### config.mk
export PLATFORM = sky130hd
export DESIGN_NAME = cfr_core
export DESIGN_NICKNAME = d
export VERILOG_FILES = /design/src/verilog/cfr_pkg.sv /design/src/verilog/cfr_flag_calc.sv /design/src/verilog/cfr_reg_map.sv /design/src/verilog/cfr_core.sv
export SDC_FILE = /design/constraint.sdc
export NUM_CORES = 1
export LEC_CHECK = 0
export ABC_AREA = 1
export BUFFER_PORTS_ARGS = -buffer_cell sky130_fd_sc_hd__buf_2
export CORE_ASPECT_RATIO = 1.2
export CORE_MARGIN = 2
export CORE_UTILIZATION = 35
export CTS_BUF_LIST = sky130_fd_sc_hd__clkbuf_4 sky130_fd_sc_hd__clkbuf_8
export DETAILED_ROUTE_END_ITERATION = 10
export PLACE_DENSITY_LB_ADDON = 0.15
export RECOVER_POWER = 50
export SYNTH_ARGS = -nofsm -noshare
export SYNTH_HDL_FRONTEND = slang
export SYNTH_HIERARCHICAL = 1
export SYNTH_SLANG_ARGS = --single-unit
### constraint.sdc
create_clock -name ref_clk -period 4 [get_ports ref_clk]
set_input_delay 0.4 -clock ref_clk [delete_from_list [all_inputs] [get_ports ref_clk]]
set_output_delay 0.4 -clock ref_clk [all_outputs]
set_load 0.02 [all_outputs]
### src/verilog/cfr_pkg.sv
// Shared constants, op codes and decode helpers for the flag and pointer block
package cfr_pkg;

  // System register addresses in the register file
  localparam logic [7:0] ADDR_FLAGS = 8'he7;
  localparam logic [7:0] ADDR_PTR0  = 8'he8;
  localparam logic [7:0] ADDR_PTR1  = 8'he9;
  localparam logic [7:0] ADDR_PAGE  = 8'hea;

  // Flag bit positions
  localparam int FLG_C  = 7;
  localparam int FLG_Z  = 6;
  localparam int FLG_S  = 5;
  localparam int FLG_V  = 4;
  localparam int FLG_DA = 3;
  localparam int FLG_H  = 2;
  localparam int FLG_R  = 1;
  localparam int FLG_DP = 0;

  // Reset values and writable masks
  localparam logic [7:0] FLAGS_RST = 8'h00;
  localparam logic [7:0] FLAGS_WMASK = 8'hfd;
  localparam logic [7:0] PTR_RST = 8'h00;
  localparam logic [7:0] PAGE_RST = 8'h00;

  // Pointer and page field layout
  localparam int PTR_BLK_LSB = 3;
  localparam int PTR_TWIN    = 2;
  localparam int PAGE_LSB    = 2;
  localparam int BLK_W       = 5;
  localparam int PAGE_W      = 6;
  localparam int NUM_PAGES   = 64;

  // Register file groups
  localparam logic [3:0] GROUP_D = 4'hd;
  localparam logic [3:0] GROUP_F = 4'hf;

  // BCD correction constants
  localparam logic [7:0] BCD_LO_FIX = 8'h06;
  localparam logic [7:0] BCD_HI_FIX = 8'h60;
  localparam logic [7:0] BCD_MAX    = 8'h99;
  localparam logic [3:0] BCD_DIGIT  = 4'h9;

  // Operations reported by the execute unit
  typedef enum logic [4:0] {
    OP_NONE, OP_ADD, OP_SUB, OP_CMP, OP_SHIFT, OP_SWAP, OP_ROT,
    OP_DAFIX, OP_MULDIV, OP_LOGIC, OP_INCDEC, OP_TEST,
    OP_SCF, OP_RCF, OP_CCF, OP_SDM, OP_SPM,
    OP_SRP, OP_SET_WINDOW_A, OP_SET_WINDOW_B, OP_SPP
  } cfr_op_e;

  // Decode of the four system registers held here
  function automatic logic cfr_is_local(input logic [7:0] a);
    cfr_is_local = (a == ADDR_FLAGS) || (a == ADDR_PTR0) ||
                   (a == ADDR_PTR1) || (a == ADDR_PAGE);
  endfunction : cfr_is_local

endpackage : cfr_pkg

### src/verilog/cfr_flag_calc.sv
// Next flag value and decimal adjust from one execute-unit operation
`timescale 1ns/1ps
`default_nettype none
module cfr_flag_calc
  import cfr_pkg::*;
(
  input  wire cfr_pkg::cfr_op_e op,
  input  wire logic             word,
  input  wire logic [15:0]      result,
  input  wire logic             carry,
  input  wire logic             half,
  input  wire logic             ovf,
  input  wire logic [7:0]       cur,
  output logic [7:0]            next_flags,
  output logic                  upd,
  output logic [7:0]            da_byte
);

  logic       c_op;
  logic       zsv_op;
  logic       da_c;
  logic       sub;
  logic [7:0] acc;
  logic [15:0] res;

  // Decimal adjust from the previous add/sub kind and nibble carry
  always_comb
  begin
    acc = result[7:0];
    sub = cur[FLG_DA];
    da_c = cur[FLG_C];
    da_byte = acc;
    if (!sub)
    begin
      if (cur[FLG_C] || acc > BCD_MAX)
      begin
        da_c = 1'b1;
      end
      if (cur[FLG_H] || acc[3:0] > BCD_DIGIT)
      begin
        da_byte = da_byte + BCD_LO_FIX;
      end
      if (da_c)
      begin
        da_byte = da_byte + BCD_HI_FIX;
      end
    end
    else
    begin
      if (cur[FLG_H])
      begin
        da_byte = da_byte - BCD_LO_FIX;
      end
      if (cur[FLG_C])
      begin
        da_byte = da_byte - BCD_HI_FIX;
      end
    end
  end

  // Which flags an operation touches
  always_comb
  begin
    c_op = op inside {OP_ADD, OP_SUB, OP_CMP, OP_SHIFT, OP_SWAP,
                      OP_ROT, OP_DAFIX, OP_MULDIV};
    zsv_op = c_op || (op inside {OP_LOGIC, OP_INCDEC, OP_TEST});
    upd = zsv_op || (op inside {OP_SCF, OP_RCF, OP_CCF, OP_SDM, OP_SPM});
  end

  // Flag values; zero and sign come from the accumulator result
  always_comb
  begin
    res = (op == OP_DAFIX) ? {8'h00, da_byte} : result;
    next_flags = cur;
    if (c_op)
    begin
      next_flags[FLG_C] = (op == OP_DAFIX) ? da_c : carry;
    end
    if (zsv_op)
    begin
      next_flags[FLG_Z] = word ? (res == 16'h0000) : (res[7:0] == 8'h00);
      next_flags[FLG_S] = word ? res[15] : res[7];
      next_flags[FLG_V] = ovf;
    end
    if ((op == OP_ADD || op == OP_SUB) && !word)
    begin
      next_flags[FLG_DA] = (op == OP_SUB);
      next_flags[FLG_H] = half;
    end
    unique case (op)
      OP_SCF: next_flags[FLG_C] = 1'b1;
      OP_RCF: next_flags[FLG_C] = 1'b0;
      OP_CCF: next_flags[FLG_C] = ~cur[FLG_C];
      OP_SDM: next_flags[FLG_DP] = 1'b1;
      OP_SPM: next_flags[FLG_DP] = 1'b0;
      default: ;
    endcase
    next_flags[FLG_R] = 1'b0;
  end

endmodule : cfr_flag_calc
`default_nettype wire

### src/verilog/cfr_reg_map.sv
// Working-register and paged-group address translation
`timescale 1ns/1ps
`default_nettype none
module cfr_reg_map
  import cfr_pkg::*;
#(
  parameter logic [63:0] PAGE_PRESENT = 64'hffffffffffffffff
)
(
  input  wire logic       wreg,
  input  wire logic [7:0] addr,
  input  wire logic [7:0] ptr_low,
  input  wire logic [7:0] ptr_high,
  input  wire logic [7:0] page_sel,
  output logic [7:0]      phys,
  output logic            err
);

  logic [BLK_W-1:0]  blk;
  logic [PAGE_W-1:0] page;

  // Name to block; single mode drops the odd block bit
  always_comb
  begin
    page = page_sel[7:PAGE_LSB];
    blk = addr[3] ? ptr_high[7:PTR_BLK_LSB] : ptr_low[7:PTR_BLK_LSB];
    if (!wreg)
    begin
      phys = addr;
    end
    else if (ptr_low[PTR_TWIN])
    begin
      phys = {blk, addr[2:0]};
    end
    else
    begin
      phys = {ptr_low[7:4], addr[3:0]};
    end
    // Group D only through pointers; absent pages do not exist
    err = (!wreg && addr[7:4] == GROUP_D) ||
          (phys[7:4] == GROUP_F && !PAGE_PRESENT[page]);
  end

endmodule : cfr_reg_map
`default_nettype wire

### src/verilog/cfr_core.sv
// CPU flag register, working-register pointers and page selector
//
// Functional notes
// - Flag register clears at reset; C Z S V DA H reserved DP from bit 7 down.
// - Carry takes carry out of bit 7 for bytes or bit 15 for words.
// - Set, clear and invert carry operations force or toggle the carry.
// - Carry and zero/sign/overflow are each updated by their listed operation classes.
// - Zero flag set when the accumulator result is zero, else cleared.
// - Sign flag copies bit 7 or bit 15 of the result.
// - Overflow flag shows signed two's-complement range error.
// - DA flag records add versus subtract for the following decimal fix.
// - Half carry captures bit 3 carry or borrow; decimal fix consumes it.
// - Data-space ops set or clear DP; set means data pages used.
// - Register file is 32 blocks of 8, indexed by 5 bits.
// - Twin-window ops set the twin bit in both pointers; single clears it.
// - Single window starts at the requested block rounded down to even.
// - Twin mode maps r0-r7 via low pointer, r8-r15 via high.
// - Low pointer holds block in 7:3, twin bit 2, zeros below.
// - High pointer holds its block in 7:3, twin bit copy in 2, zeros below.
// - Group D not reachable by explicit register addressing.
// - Page selector picks one of 64 pages and persists until rewritten.
// - A page exists only when its peripheral is present.
// - Interrupt entry pushes flags; interrupt return restores them.
// - Page selector holds page 0-63 in bits 7:2, zeros below.
`timescale 1ns/1ps
`default_nettype none
module cfr_core
  import cfr_pkg::*;
#(
  parameter logic [63:0] PAGE_PRESENT = 64'hffffffffffffffff
)
(
  input  wire logic             ref_clk,
  input  wire logic             rstn,
  // Execute unit operation report
  input  wire logic             op_valid,
  input  wire cfr_pkg::cfr_op_e op_code,
  input  wire logic             op_word,
  input  wire logic [15:0]      alu_result,
  input  wire logic             alu_carry,
  input  wire logic             alu_half,
  input  wire logic             alu_ovf,
  input  wire logic [4:0]       op_block,
  input  wire logic [5:0]       op_page,
  // Register file access to the system registers held here
  input  wire logic             reg_wr,
  input  wire logic [7:0]       reg_wr_addr,
  input  wire logic [7:0]       reg_wdata,
  input  wire logic             reg_rd,
  input  wire logic [7:0]       reg_rd_addr,
  output logic [7:0]            reg_rdata,
  output logic                  reg_rd_hit,
  // Operand address translation
  input  wire logic             map_req,
  input  wire logic             map_wreg,
  input  wire logic [7:0]       map_addr,
  output logic                  map_vld,
  output logic [7:0]            map_phys,
  output logic                  map_err,
  output logic [5:0]            map_page,
  // Interrupt stacking of the flags
  input  wire logic             irq_entry,
  input  wire logic             irq_return,
  input  wire logic [7:0]       stack_rdata,
  output logic                  stack_push,
  output logic [7:0]            stack_wdata,
  // State seen by the execute unit
  output logic [7:0]            flags,
  output logic [7:0]            ptr_low,
  output logic [7:0]            ptr_high,
  output logic [7:0]            page_sel,
  output logic                  data_uses_dpr,
  output logic [7:0]            da_result,
  output logic                  da_valid
);

  logic [7:0] next_flags;
  logic       flag_upd;
  logic [7:0] da_byte;
  logic [7:0] next_phys;
  logic       next_err;
  logic       op_take;
  logic       wr_flags;
  logic       wr_ptr0;
  logic       wr_ptr1;
  logic       wr_page;

  // Write decode from the register file port
  always_comb
  begin
    wr_flags = reg_wr && (reg_wr_addr == ADDR_FLAGS);
    wr_ptr0 = reg_wr && (reg_wr_addr == ADDR_PTR0);
    wr_ptr1 = reg_wr && (reg_wr_addr == ADDR_PTR1);
    wr_page = reg_wr && (reg_wr_addr == ADDR_PAGE);
    op_take = op_valid && !irq_entry && !irq_return;
  end

  // Flag arithmetic is kept apart so the execute unit can share it
  cfr_flag_calc u_calc (
    .op         (op_code),
    .word       (op_word),
    .result     (alu_result),
    .carry      (alu_carry),
    .half       (alu_half),
    .ovf        (alu_ovf),
    .cur        (flags),
    .next_flags (next_flags),
    .upd        (flag_upd),
    .da_byte    (da_byte)
  );

  // Translation reads the live pointers, so the last op is honoured
  cfr_reg_map #(
    .PAGE_PRESENT (PAGE_PRESENT)
  ) u_map (
    .wreg     (map_wreg),
    .addr     (map_addr),
    .ptr_low  (ptr_low),
    .ptr_high (ptr_high),
    .page_sel (page_sel),
    .phys     (next_phys),
    .err      (next_err)
  );

  // Flag register; stack restore beats an op, an op beats a bus write
  always_ff @(posedge ref_clk)
  begin
    if (!rstn)
    begin
      flags <= FLAGS_RST;
    end
    else if (irq_return)
    begin
      flags <= stack_rdata & FLAGS_WMASK;
    end
    else if (op_take && flag_upd)
    begin
      flags <= next_flags;
    end
    else if (wr_flags)
    begin
      // Reserved bit is masked even if software gets it wrong
      flags <= reg_wdata & FLAGS_WMASK;
    end
  end

  // Data accesses go through the data pages only when DP is set
  always_ff @(posedge ref_clk)
  begin
    if (!rstn)
    begin
      data_uses_dpr <= FLAGS_RST[FLG_DP];
    end
    else if (irq_return)
    begin
      data_uses_dpr <= stack_rdata[FLG_DP];
    end
    else if (op_take && flag_upd)
    begin
      data_uses_dpr <= next_flags[FLG_DP];
    end
    else if (wr_flags)
    begin
      data_uses_dpr <= reg_wdata[FLG_DP];
    end
  end

  // Low pointer: block field and twin bit; low two bits stay zero
  always_ff @(posedge ref_clk)
  begin
    if (!rstn)
    begin
      ptr_low <= PTR_RST;
    end
    else if (op_take && op_code == OP_SRP)
    begin
      ptr_low <= {op_block, 1'b0, 2'b00};
    end
    else if (op_take && op_code == OP_SET_WINDOW_A)
    begin
      ptr_low <= {op_block, 1'b1, 2'b00};
    end
    else if (op_take && op_code == OP_SET_WINDOW_B)
    begin
      ptr_low[PTR_TWIN] <= 1'b1;
    end
    else if (wr_ptr0)
    begin
      ptr_low <= {reg_wdata[7:PTR_BLK_LSB], reg_wdata[PTR_TWIN], 2'b00};
    end
    else if (wr_ptr1)
    begin
      // Twin bit is one mode, mirrored in both pointers
      ptr_low[PTR_TWIN] <= reg_wdata[PTR_TWIN];
    end
  end

  // High pointer: block for r8-r15 plus a copy of the twin bit
  always_ff @(posedge ref_clk)
  begin
    if (!rstn)
    begin
      ptr_high <= PTR_RST;
    end
    else if (op_take && op_code == OP_SET_WINDOW_B)
    begin
      ptr_high <= {op_block, 1'b1, 2'b00};
    end
    else if (op_take && op_code == OP_SET_WINDOW_A)
    begin
      ptr_high[PTR_TWIN] <= 1'b1;
    end
    else if (op_take && op_code == OP_SRP)
    begin
      ptr_high[PTR_TWIN] <= 1'b0;
    end
    else if (wr_ptr1)
    begin
      ptr_high <= {reg_wdata[7:PTR_BLK_LSB], reg_wdata[PTR_TWIN], 2'b00};
    end
    else if (wr_ptr0)
    begin
      ptr_high[PTR_TWIN] <= reg_wdata[PTR_TWIN];
    end
  end

  // Page selector is not stacked on interrupt entry
  always_ff @(posedge ref_clk)
  begin
    if (!rstn)
    begin
      page_sel <= PAGE_RST;
    end
    else if (op_take && op_code == OP_SPP)
    begin
      page_sel <= {op_page, 2'b00};
    end
    else if (wr_page)
    begin
      page_sel <= {reg_wdata[7:PAGE_LSB], 2'b00};
    end
  end

  // Register read port, one cycle after the request
  always_ff @(posedge ref_clk)
  begin
    if (!rstn)
    begin
      reg_rdata <= 8'h00;
      reg_rd_hit <= 1'b0;
    end
    else
    begin
      reg_rd_hit <= reg_rd && cfr_is_local(reg_rd_addr);
      if (!reg_rd)
      begin
        reg_rdata <= 8'h00;
      end
      else
      begin
        unique case (reg_rd_addr)
          ADDR_FLAGS: reg_rdata <= flags;
          ADDR_PTR0:  reg_rdata <= ptr_low;
          ADDR_PTR1:  reg_rdata <= ptr_high;
          ADDR_PAGE:  reg_rdata <= page_sel;
          default:    reg_rdata <= 8'h00;
        endcase
      end
    end
  end

  // Registered translation result
  always_ff @(posedge ref_clk)
  begin
    if (!rstn)
    begin
      map_vld <= 1'b0;
      map_phys <= 8'h00;
      map_err <= 1'b0;
      map_page <= 6'h00;
    end
    else
    begin
      map_vld <= map_req;
      if (map_req)
      begin
        map_phys <= next_phys;
        map_err <= next_err;
        map_page <= page_sel[7:PAGE_LSB];
      end
    end
  end

  // Flags go out to the system stack on interrupt entry
  always_ff @(posedge ref_clk)
  begin
    if (!rstn)
    begin
      stack_push <= 1'b0;
      stack_wdata <= 8'h00;
    end
    else
    begin
      stack_push <= irq_entry;
      if (irq_entry)
      begin
        stack_wdata <= flags;
      end
    end
  end

  // Decimal fix result handed back to the execute unit
  always_ff @(posedge ref_clk)
  begin
    if (!rstn)
    begin
      da_result <= 8'h00;
      da_valid <= 1'b0;
    end
    else
    begin
      da_valid <= op_take && op_code == OP_DAFIX;
      if (op_take && op_code == OP_DAFIX)
      begin
        da_result <= da_byte;
      end
    end
  end

endmodule : cfr_core
`default_nettype wire

==> results of run 1 <==
==> final cells by class <==
| class | count | share of cell area (%) |
|---|---|---|
| repair buffers | 153 | 12.9 |
| clock inverters | 5 | 1.07 |
| clock buffers | 11 | 2.76 |
| multi-input cells | 551 | 47.0 |
| inverters | 105 | 7.36 |
| flip-flops and latches | 69 | 25.2 |
| well taps | 164 | 3.74 |
==> critical path, cell delays in order, from the launching register on <==
cell	delay, ps
dfxtp_1	600
nand3_1	210
o31ai_1	350
ha_1	200
nor2_1	50
xor2_1	150
a21oi_1	120
o21ai_0	140
nand3_2	120
nand2_1	50
nand3_1	70
nand2_1	50
inv_1	40
nand2_1	40
nand3_1	80
nand2_1	50
nor2_1	100
nor2_1	50
==> logic make-up after synthesis <==
family                     after synthesis  share of synthesized area (%)
xor gates and xnor gates                 6                           1.32
adders and majority gates                4                           1.10
and+or+nand+nor                        453                           44.8
DFF                                     69                           30.5
other                                    2                          0.166
buffers and inverters                  131                           12.7
AOI/OAI and AO/OA                       81                           9.44
==> cells in the mapped netlist, types with 2 or more instances <==
cell | instances | area share, %
nand2_1 | 176 | 15
nor2_1 | 144 | 12
inv_1 | 96 | 7.9
nand3_1 | 88 | 9.7
dfxtp_1 | 69 | 30
o21ai_0 | 57 | 6.3
a21oi_1 | 13 | 1.4
buf_4 | 12 | 2.0
nand2_2 | 8 | 1.1
clkbuf_1 | 7 | 0.58
inv_2 | 7 | 0.58
nand3_2 | 6 | 1.3
nand4_1 | 5 | 0.69
xor2_1 | 5 | 0.97
buf_2 | 4 | 0.44
ha_1 | 4 | 1.1
nor4_1 | 4 | 0.55
buf_6 | 3 | 0.74
nand2_4 | 3 | 0.74
nor2_4 | 3 | 0.74
nor3_1 | 3 | 0.33
nor3_2 | 3 | 0.66
o21ai_1 | 3 | 0.33
conb_1 | 2 | 0.17
inv_6 | 2 | 0.39
nor2_2 | 2 | 0.28
nor3b_1 | 2 | 0.33
o31ai_1 | 2 | 0.33
==> flip-flops by register name, summed over array words and instances, names as in the netlist, 6 cells and up <==
register     cells
page_sel         6
da_result        8
map_phys         8
stack_wdata      8
ptr_low          6
ptr_high         6
map_page         6
reg_rdata        8
flags            8
==> metal layers <==
metal | up-vias | global-route usage (%) | routed length, um
met4 | 0 | 7.77 | 311
met3 | 24 | 3.44 | 778
met2 | 141 | 36.1 | 7030
met1 | 2200 | 24.5 | 5940
met5 | - | 0 | 0
li1 | 2616 | - | -
==> where the power goes <==
part	switching (mW)	leakage (nW)	total (mW)	internal [mW]
clock	0.284	0.102	0.605	0.322
combinational	0.213	2.22	0.322	0.109
sequential	0.0246	0.563	0.734	0.709
total	0.521	2.89	1.66	1.14
==> worst max path at each step <==
stage | start | to | depth (start not counted)
finish | flags[2] | flags[6] | 17
global route | flags[2] | flags[6] | 18
CTS | flags[2] | flags[6] | 17
detailed placement | alu_result[1] | flags[6] | 22
global placement | alu_result[1] | flags[6] | 22
floorplan | flags[2] | flags[6] | 18
==> flow_summary_export.csv, run 1 <==
group,metric,value,unit
timing,fin_crit_sh,65.0,%
clock_tree,cts_setup_buffers,0,
outcome,status,"completed",
clock_tree,clkLatencyLatePin,360,ps
critical_path,ff2ff_setup_slack,1400,ps
floorplanning,core.rowCount,45,
timing,finalCriticalPeriod,2600,ps
detailed_routing,postRouteAntennaNets,0,
pwr,ir_worst_vdd,0.000162,V
worst_hold_path,holdPathStages,3,
timing,fmax,384,MHz
critical_path,crit_type,"register to register",
detailed_routing,drc,0,
clock_tree,cts_root_buffer,"clkbuf_8",
critical_path,rr_worst_depth,17,
floorplanning,io_pins,161,
grt,grt_antenna_before_repair,0,
run,drv_cap,0,
critical_path,critPathRequiredTime,4250,ps
critical_path,cp_max_fo,11,
timing,timing.final.ws_setup,1400,ps
timing,relSlewSlack,18.5,%
placed_design,dp_hpwl,11100,um
logic_synthesis,ys_seq_area_share,30.5,%
placed_design,dp.cells,1042,
cells_and_area,layout_common_cells,"nand2_1, nor2_1, buf_2",
logic_synthesis,synth.distinct_cells,41,
detailed_routing,drt-vias-per-instance,4.71,
cells_and_area,final_common_cell,"nand2_1",
logic_synthesis,synth-main-ff-cell,"dfxtp_1",
placed_design,pre_cts_ws,1330,ps
worst_hold_path,hold_class,"input pin to register",
logic_synthesis,ys_ff_latch,69,
critical_path,arrival,2850,ps
grt,grt_overflow,0,
pwr,leakagePower,2.89,nW
placed_design,place.gp.congestion,0.896,
pwr,total_power,1.66,mW
timing,rsz0062_at_grt,"no",
cells_and_area,n_fill_cell,1479,
timing,setup_tns,0,ps
floorplanning,initial_core_util,35.8,%
floorplanning,fp.dieArea,13900,um2
detailed_routing,wl,14100,um
critical_path,cp-start-kind,"register",
detailed_routing,drt_first_iter_violations,285,
worst_hold_path,hold_end,"map_phys[2]",
clock_tree,cts.repair.resized,0,
grt,grt_max_degree,30,
timing,finalSetupViolCount,0,
worst_hold_path,hp-start,"map_addr[2]",
cells_and_area,syn_to_final_growth,21.1,%
timing,worst_pin_slew,1220,ps
logic_synthesis,synth_area,4530,um2
cells_and_area,final_area,5490,um2
cells_and_area,multi_input_area,2580,um2
detailed_routing,wl_per_cell,13.3,um
clock_tree,cts.path.max_buffers,2,
cells_and_area,drive_gt1_share,18.5,%
clock_tree,cts_made_buffers,9,
grt,grt_pass1_vias,4444,
critical_path,r2r_end,"flags[6]",
cells_and_area,antenna_cells,0,
clock_tree,clk_pin_slew,70,ps
grt,track_usage,20.4,%
floorplanning,coreArea,12700,um2
logic_synthesis,synth_enable_flop_cells,0,
detailed_routing,firstDrtPassIters,5,
logic_synthesis,syn_inst,746,
cells_and_area,finish.utilization,43.3,%
clock_tree,clock_sinks,69,
clock_tree,htree_levels,3,
clock_tree,ctsHoldBuffers,0,
floorplanning,die_w,108,um
logic_synthesis,synth_warnings,6,
floorplanning,die_height,129,um
cells_and_area,fin_nets,978,
critical_path,end_kind,"register",
timing,final_hold_viol_count,0,
logic_synthesis,synth_area_per_cell,6.08,um2
timing,clock_skew,7.11,ps
grt,grt_pass1_wl,22000,um
clock_tree,cts_tree,"yes",
placed_design,place.port_buffers,152,
placed_design,postPlaceCellArea,5360,um2
critical_path,r2r_start,"flags[2]",
timing,whs,277,ps
detailed_routing,vias,4981,
cells_and_area,stdcell_count,1058,
cells_and_area,ff_latch_area,1380,um2
logic_synthesis,synthArstFlopShare,0,%
timing,slew_viol_final,0,
pwr,power_density,303,nW/um2
Note: power is estimated with default switching activity, not from simulation.
==> run 2: changes to the inputs <==
- clock period: 4 -> 2.35 ns (I/O delays scaled with it)
==> flow_summary_export.csv, run 2 (synthesized netlist as in run 1, its figures left out) <==
group,metric,value,unit
cells_and_area,drive_gt1_share,21.0,%
detailed_routing,vias,5036,
floorplanning,coreArea,12700,um2
placed_design,dp_hpwl,11500,um
pwr,power_density,522,nW/um2
detailed_routing,wl,14300,um
grt,grt_pass1_vias,4515,
pwr,p_int,2.06,mW
critical_path,r2r_end,"flags[6]",
floorplanning,die_w,108,um
clock_tree,clock_sinks,69,
detailed_routing,drt-vias-per-instance,4.66,
critical_path,end_kind,"register",
pwr,switching_power,0.926,mW
critical_path,crit_path_end,"flags[6]",
placed_design,pre_cts_ws,-5.04,ps
timing,rsz0062_at_grt,"no",
clock_tree,clkLatencyLatePin,360,ps
critical_path,rr_worst_depth,18,
timing,fmax,468,MHz
clock_tree,cts.path.max_buffers,2,
pwr,ir_worst_vdd,0.000253,V
critical_path,ff2ff_setup_slack,220,ps
pwr,power.share.switching,31.0,%
cells_and_area,antenna_cells,0,
outcome,status,"completed",
timing,slew_viol_final,0,
clock_tree,cts_root_buffer,"clkbuf_8",
timing,timing.final.ws_setup,215,ps
grt,grt_max_degree,31,
cells_and_area,stdcell_count,1081,
timing,fin_crit_sh,90.8,%
floorplanning,core.rowCount,45,
placed_design,dp.cells,1065,
timing,finalSetupViolCount,0,
detailed_routing,drc,0,
grt,grt_antenna_before_repair,0,
grt,track_usage,20.3,%
detailed_routing,wl_per_cell,13.2,um
floorplanning,fp.dieArea,13900,um2
floorplanning,io_pins,161,
floorplanning,die_height,129,um
worst_hold_path,hold_class,"input pin to register",
detailed_routing,drt_first_iter_violations,220,
clock_tree,clk_pin_slew,80,ps
pwr,seqPwrFrac,41.5,%
timing,clock_skew,11.3,ps
floorplanning,initial_core_util,35.8,%
cells_and_area,fin_nets,1001,
critical_path,r2r_start,"flags[2]",
cells_and_area,final_common_cell,"nand2_1",
timing,relSlewSlack,15.0,%
timing,worst_pin_slew,1270,ps
run,drv_cap,0,
detailed_routing,firstDrtPassIters,4,
critical_path,cp_max_fo,7,
critical_path,setup.worst_path.start,"flags[2]",
pwr,p_clk_share,38.4,%
placed_design,place.port_buffers,152,
grt,grt_overflow,0,
timing,finalCriticalPeriod,2130,ps
critical_path,crit_type,"register to register",
cells_and_area,layout_common_cells,"nand2_1, nor2_1, buf_2",
pwr,leakagePower,3.03,nW
pwr,combinationalPowerShare,20.1,%
placed_design,place.gp.congestion,0.895,
clock_tree,cts_tree,"yes",
clock_tree,ctsHoldBuffers,0,
pwr,total_power,2.98,mW
critical_path,arrival,2440,ps
cells_and_area,syn_to_final_growth,26.2,%
clock_tree,htree_levels,3,
critical_path,critPathRequiredTime,2650,ps
critical_path,cp-start-kind,"register",
clock_tree,cts_made_buffers,9,
detailed_routing,postRouteAntennaNets,0,
timing,final_hold_viol_count,0,
grt,grt_pass1_wl,22200,um
==> run 2: cell count changes in the layout (fill, tap and decap cells not counted), sizes merged <==
cell / delta
buf: +21
inv: +2
bufinv: +1
clkbuf: +1
clkinv: -1
clkinvlp: -1
==> run 2: timing repair <==
action | CTS | global route
buffers inserted | 0 | 0
resized for setup | 0 | 11
endpoints found under the setup margin | 0 | 2
==> run 2: routing by layer <==
layer	wire [um]	up-vias	GRT usage (%)	share of wire, %
li1	-	2663	-	-
met1	6130	2228	24.5	43
met3	679	19	3.50	4.8
met5	0	-	0	0
met4	323	0	6.94	2.3
met2	7130	126	36.3	50
==> run 2: worst max-delay path, stage by stage (launching register included) <==
cell     delay (ps)
dfxtp_4         370
buf_6           120
nand3_2          90
xor2_1          170
ha_1            180
nor2_1          110
xor2_1          200
a21oi_1          90
o21ai_1         120
nand3_2         110
nand2_1          70
nand3_1          70
nand2_1          60
inv_1            40
nand2_1          50
nand3_1          70
nand2_1          60
nor2_1           40
nor2_1           70
==> run 2: power by group through the flow <==
stage          sequential [mW]  combinational (mW)  clock (mW)
6_report                  1.24               0.599        1.15
5_1_grt                   1.24               0.675        1.21
4_1_cts                   1.24               0.608        1.16
3_5_place_dp              1.27               0.606           0
3_3_place_gp              1.27               0.606           0
2_1_floorplan             1.31               0.327           0
==> run 2: cell type report <==
cell class	count	area, um2
fill	1468	6950
multi-input combinational	551	2610
sequential	69	1390
timing repair buffer	176	883
inverter	105	404
tap	164	205
clock buffer	10	138
clock inverter	6	93.8
==> run 2: how the worst min path moves through the flow <==
stage | from | to | slack (ps) | cells past startpoint
after floorplan | reg_rd | reg_rdata[0] | 400 | 2
after global placement | da_result[7] | da_result[7] | 460 | 2
after detailed placement | map_addr[1] | map_phys[1] | 470 | 3
after CTS | map_addr[1] | map_phys[1] | 90 | 3
after global routing | map_addr[0] | map_phys[0] | 100 | 3
final | map_addr[1] | map_phys[1] | 100 | 3
==> run 2: through the flow <==
stage	hold WS, ps	TNS [ps]	cell area, um2	utilization (%)
6_report	103	0	5720	45.2
5_1_grt	103	0	5720	45.2
4_1_cts	91.3	0	5760	45.5
3_5_place_dp	468	-5.04	5530	43.6
3_3_place_gp	461	-2.65	5530	43.6
2_1_floorplan	401	0	4550	-
==> run 3: changes to the inputs <==
- ABC_AREA: 1 -> not set
==> flow_summary_export.csv, run 3 <==
group,metric,value,unit
critical_path,critPathMaxStageDelay,370,ps
pwr,power_density,509,nW/um2
clock_tree,cts_made_buffers,9,
clock_tree,cts_root_buffer,"clkbuf_8",
logic_synthesis,synth_top_family_by_area,"simple AND/OR/NAND/NOR gates",
outcome,violations,"setup timing",
logic_synthesis,synth_compound_area_share,20.2,%
grt,grt_antenna_before_repair,0,
logic_synthesis,synthArstFlopShare,0,%
pwr,p_clk_share,35.6,%
floorplanning,die_height,124,um
critical_path,path_delay_family,"simple AND/OR/NAND/NOR gates",
placed_design,place.port_buffers,152,
cells_and_area,drive_gt1_share,31.6,%
pwr,ir_worst_vdd,0.000212,V
pwr,combinationalPowerShare,20.9,%
detailed_routing,vias,4371,
timing,relSlewSlack,20.3,%
clock_tree,clkLatencyLatePin,350,ps
floorplanning,coreArea,11600,um2
detailed_routing,drt-vias-per-instance,5.30,
critical_path,arrival,2850,ps
pwr,total_power,2.81,mW
grt,grt_overflow,0,
logic_synthesis,synth-main-ff-cell,"dfxtp_1",
logic_synthesis,synthAdderAreaFrac,1.20,%
timing,fmax,384,MHz
timing,clock_skew,17.5,ps
logic_synthesis,synth.distinct_cells,66,
clock_tree,clk_pin_slew,80,ps
critical_path,cp-start-kind,"register",
placed_design,dp_hpwl,10700,um
timing,final_hold_viol_count,0,
critical_path,crit_type,"register to register",
critical_path,end_kind,"register",
timing,whs,113,ps
logic_synthesis,synth_enable_flop_cells,0,
critical_path,cp_max_fo,2,
pwr,leakagePower,2.38,nW
grt,grt_pass1_vias,4139,
clock_tree,cts_tree,"yes",
logic_synthesis,synth_top_area_cell,"dfxtp_1",
detailed_routing,drc,0,
floorplanning,fp.dieArea,12800,um2
grt,grt_pass1_wl,21100,um
logic_synthesis,synth_commonest_cells,"dfxtp_1, nor2_1, mux2i_1",
clock_tree,clock_sinks,69,
logic_synthesis,synth_warnings,6,
critical_path,critPathRequiredTime,2590,ps
cells_and_area,syn_to_final_growth,32.2,%
logic_synthesis,syn_inst,496,
timing,timing.final.ws_setup,-253,ps
logic_synthesis,ys_ff_latch,69,
critical_path,crit_slowest_cell,"dfxtp_4",
detailed_routing,postRouteAntennaNets,0,
pwr,switching_power,0.830,mW
logic_synthesis,ys_seq_area_share,33.0,%
clock_tree,cts.path.max_buffers,2,
timing,finalCriticalPeriod,2600,ps
timing,fin_crit_sh,111,%
pwr,seqPwrFrac,43.4,%
critical_path,critPathBufInv,1,
worst_hold_path,hold_class,"input pin to register",
logic_synthesis,synth_area_leaders,"dfxtp_1, mux2i_1, nor2_1",
detailed_routing,wl,13800,um
floorplanning,die_w,104,um
floorplanning,initial_core_util,36.0,%
critical_path,path_cells,"buf_6 > nor4b_4 > xor2_2 > ha_2 > nor2b_1 > or3_4 > nand2_2 > a2bb2oi_2 > o31ai_2 > o21ai_1 > mux2_4 > a221o_1 > a22o_1",
run,drv_cap,0,
cells_and_area,final_common_cell,"buf_2",
timing,finalSetupViolCount,2,
cells_and_area,antenna_cells,0,
cells_and_area,finish.utilization,47.6,%
timing,worst_pin_slew,1200,ps
cells_and_area,fin_nets,752,
pwr,power.share.switching,29.5,%
cells_and_area,layout_common_cells,"buf_2, dfxtp_1, nor2_1",
timing,rsz0062_at_grt,"yes",
clock_tree,htree_levels,3,
logic_synthesis,synth_xor_area_share,2.10,%
pwr,p_int,1.98,mW
detailed_routing,wl_per_cell,16.7,um
logic_synthesis,synth_area,4180,um2
detailed_routing,drt_first_iter_violations,260,
outcome,status,"finished, violations left",
cells_and_area,n_fill_cell,1230,
logic_synthesis,synth_top_area_share,33.0,%
logic_synthesis,synth.most_common_cell,"dfxtp_1",
logic_synthesis,synth.area.mux_share,11.8,%
detailed_routing,firstDrtPassIters,4,
logic_synthesis,synthSimpleGateAreaFrac,24.1,%
timing,slew_viol_final,0,
floorplanning,io_pins,161,
grt,grt_max_degree,35,
placed_design,place.gp.congestion,0.850,
floorplanning,core.rowCount,43,
logic_synthesis,synth_area_per_cell,8.43,um2
grt,track_usage,20.9,%
## run 3: path summary, 6_finish.rpt
check	from	endpoint	slack [ps]	cells after the start
max reg2reg	flags[2]	flags[5]	-250	13
min	map_addr[0]	map_phys[0]	110	3
max	flags[2]	flags[5]	-250	13
min reg2reg	map_page[5]	map_page[5]	490	2
## run 3: layout make-up
class / instances / area [um2] / share of cell area, %
clock buffers: 10 / 138 / 2.49
flip-flops and latches: 69 / 1390 / 25.1
well taps: 157 / 196 / 3.55
repair buffers: 201 / 1070 / 19.4
inverters: 9 / 38.8 / 0.702
clock inverters: 6 / 70.1 / 1.27
multi-input cells: 373 / 2630 / 47.5
## run 3: what timing repair did
action,4_1_cts,5_1_grt
hold buffers,0,0
endpoints found under the hold margin,0,0
gates resized for setup,4,8
setup buffers,3,2
pin swaps,6,4
endpoints found under the setup margin,2,2
## run 3: logic make-up after synthesis
group | after synthesis
muxes | 48
other | 2
buffers and inverters | 59
adders and majority gates | 4
AOI/OAI and AO/OA | 119
and+or+nand+nor | 185
xor gates and xnor gates | 10
DFF | 69
## run 3: worst reg2reg max path, stage by stage, from the launching register on
cell       delay (ps)
dfxtp_4           370
buf_6              90
nor4b_4           220
xor2_2            210
ha_2              190
nor2b_1            50
or3_4             340
nand2_2            90
a2bb2oi_2          60
o31ai_2            70
o21ai_1            90
mux2_4            270
a221o_1           300
a22o_1            170
## run 3: per-stage QoR
| step | cells | TNS [ps] | setup slack [ps] | cell area [um2] |
|---|---|---|---|---|
| detailed placement | 804 | -1210 | -601 | 5290 |
| global placement | 804 | -967 | -532 | 5290 |
| global route | 825 | -785 | -402 | 5530 |
| finish | 825 | -480 | -253 | 5530 |
| floorplan | 501 | -587 | -403 | 4310 |
| CTS | 823 | -522 | -271 | 5530 |
## run 3: power groups by stage
stage | registers [mW] | logic, mW | clock network (mW)
final | 1.22 | 0.589 | 1.00
after global routing | 1.22 | 0.642 | 1.09
after CTS | 1.22 | 0.574 | 1.03
after detailed placement | 1.25 | 0.563 | 0
after global placement | 1.25 | 0.557 | 0
after floorplan | 1.27 | 0.314 | 0
## run 3: per-layer routing
metal / share of wire (%) / wire length (um) / GRT usage [%] / vias up
met5: 0 / 0 / 0 / -
met4: 2.0 / 282 / 8.19 / 0
met3: 5.2 / 711 / 3.92 / 20
met2: 51 / 7060 / 38.3 / 152
met1: 42 / 5720 / 24.3 / 2053
li1: - / - / - / 2146
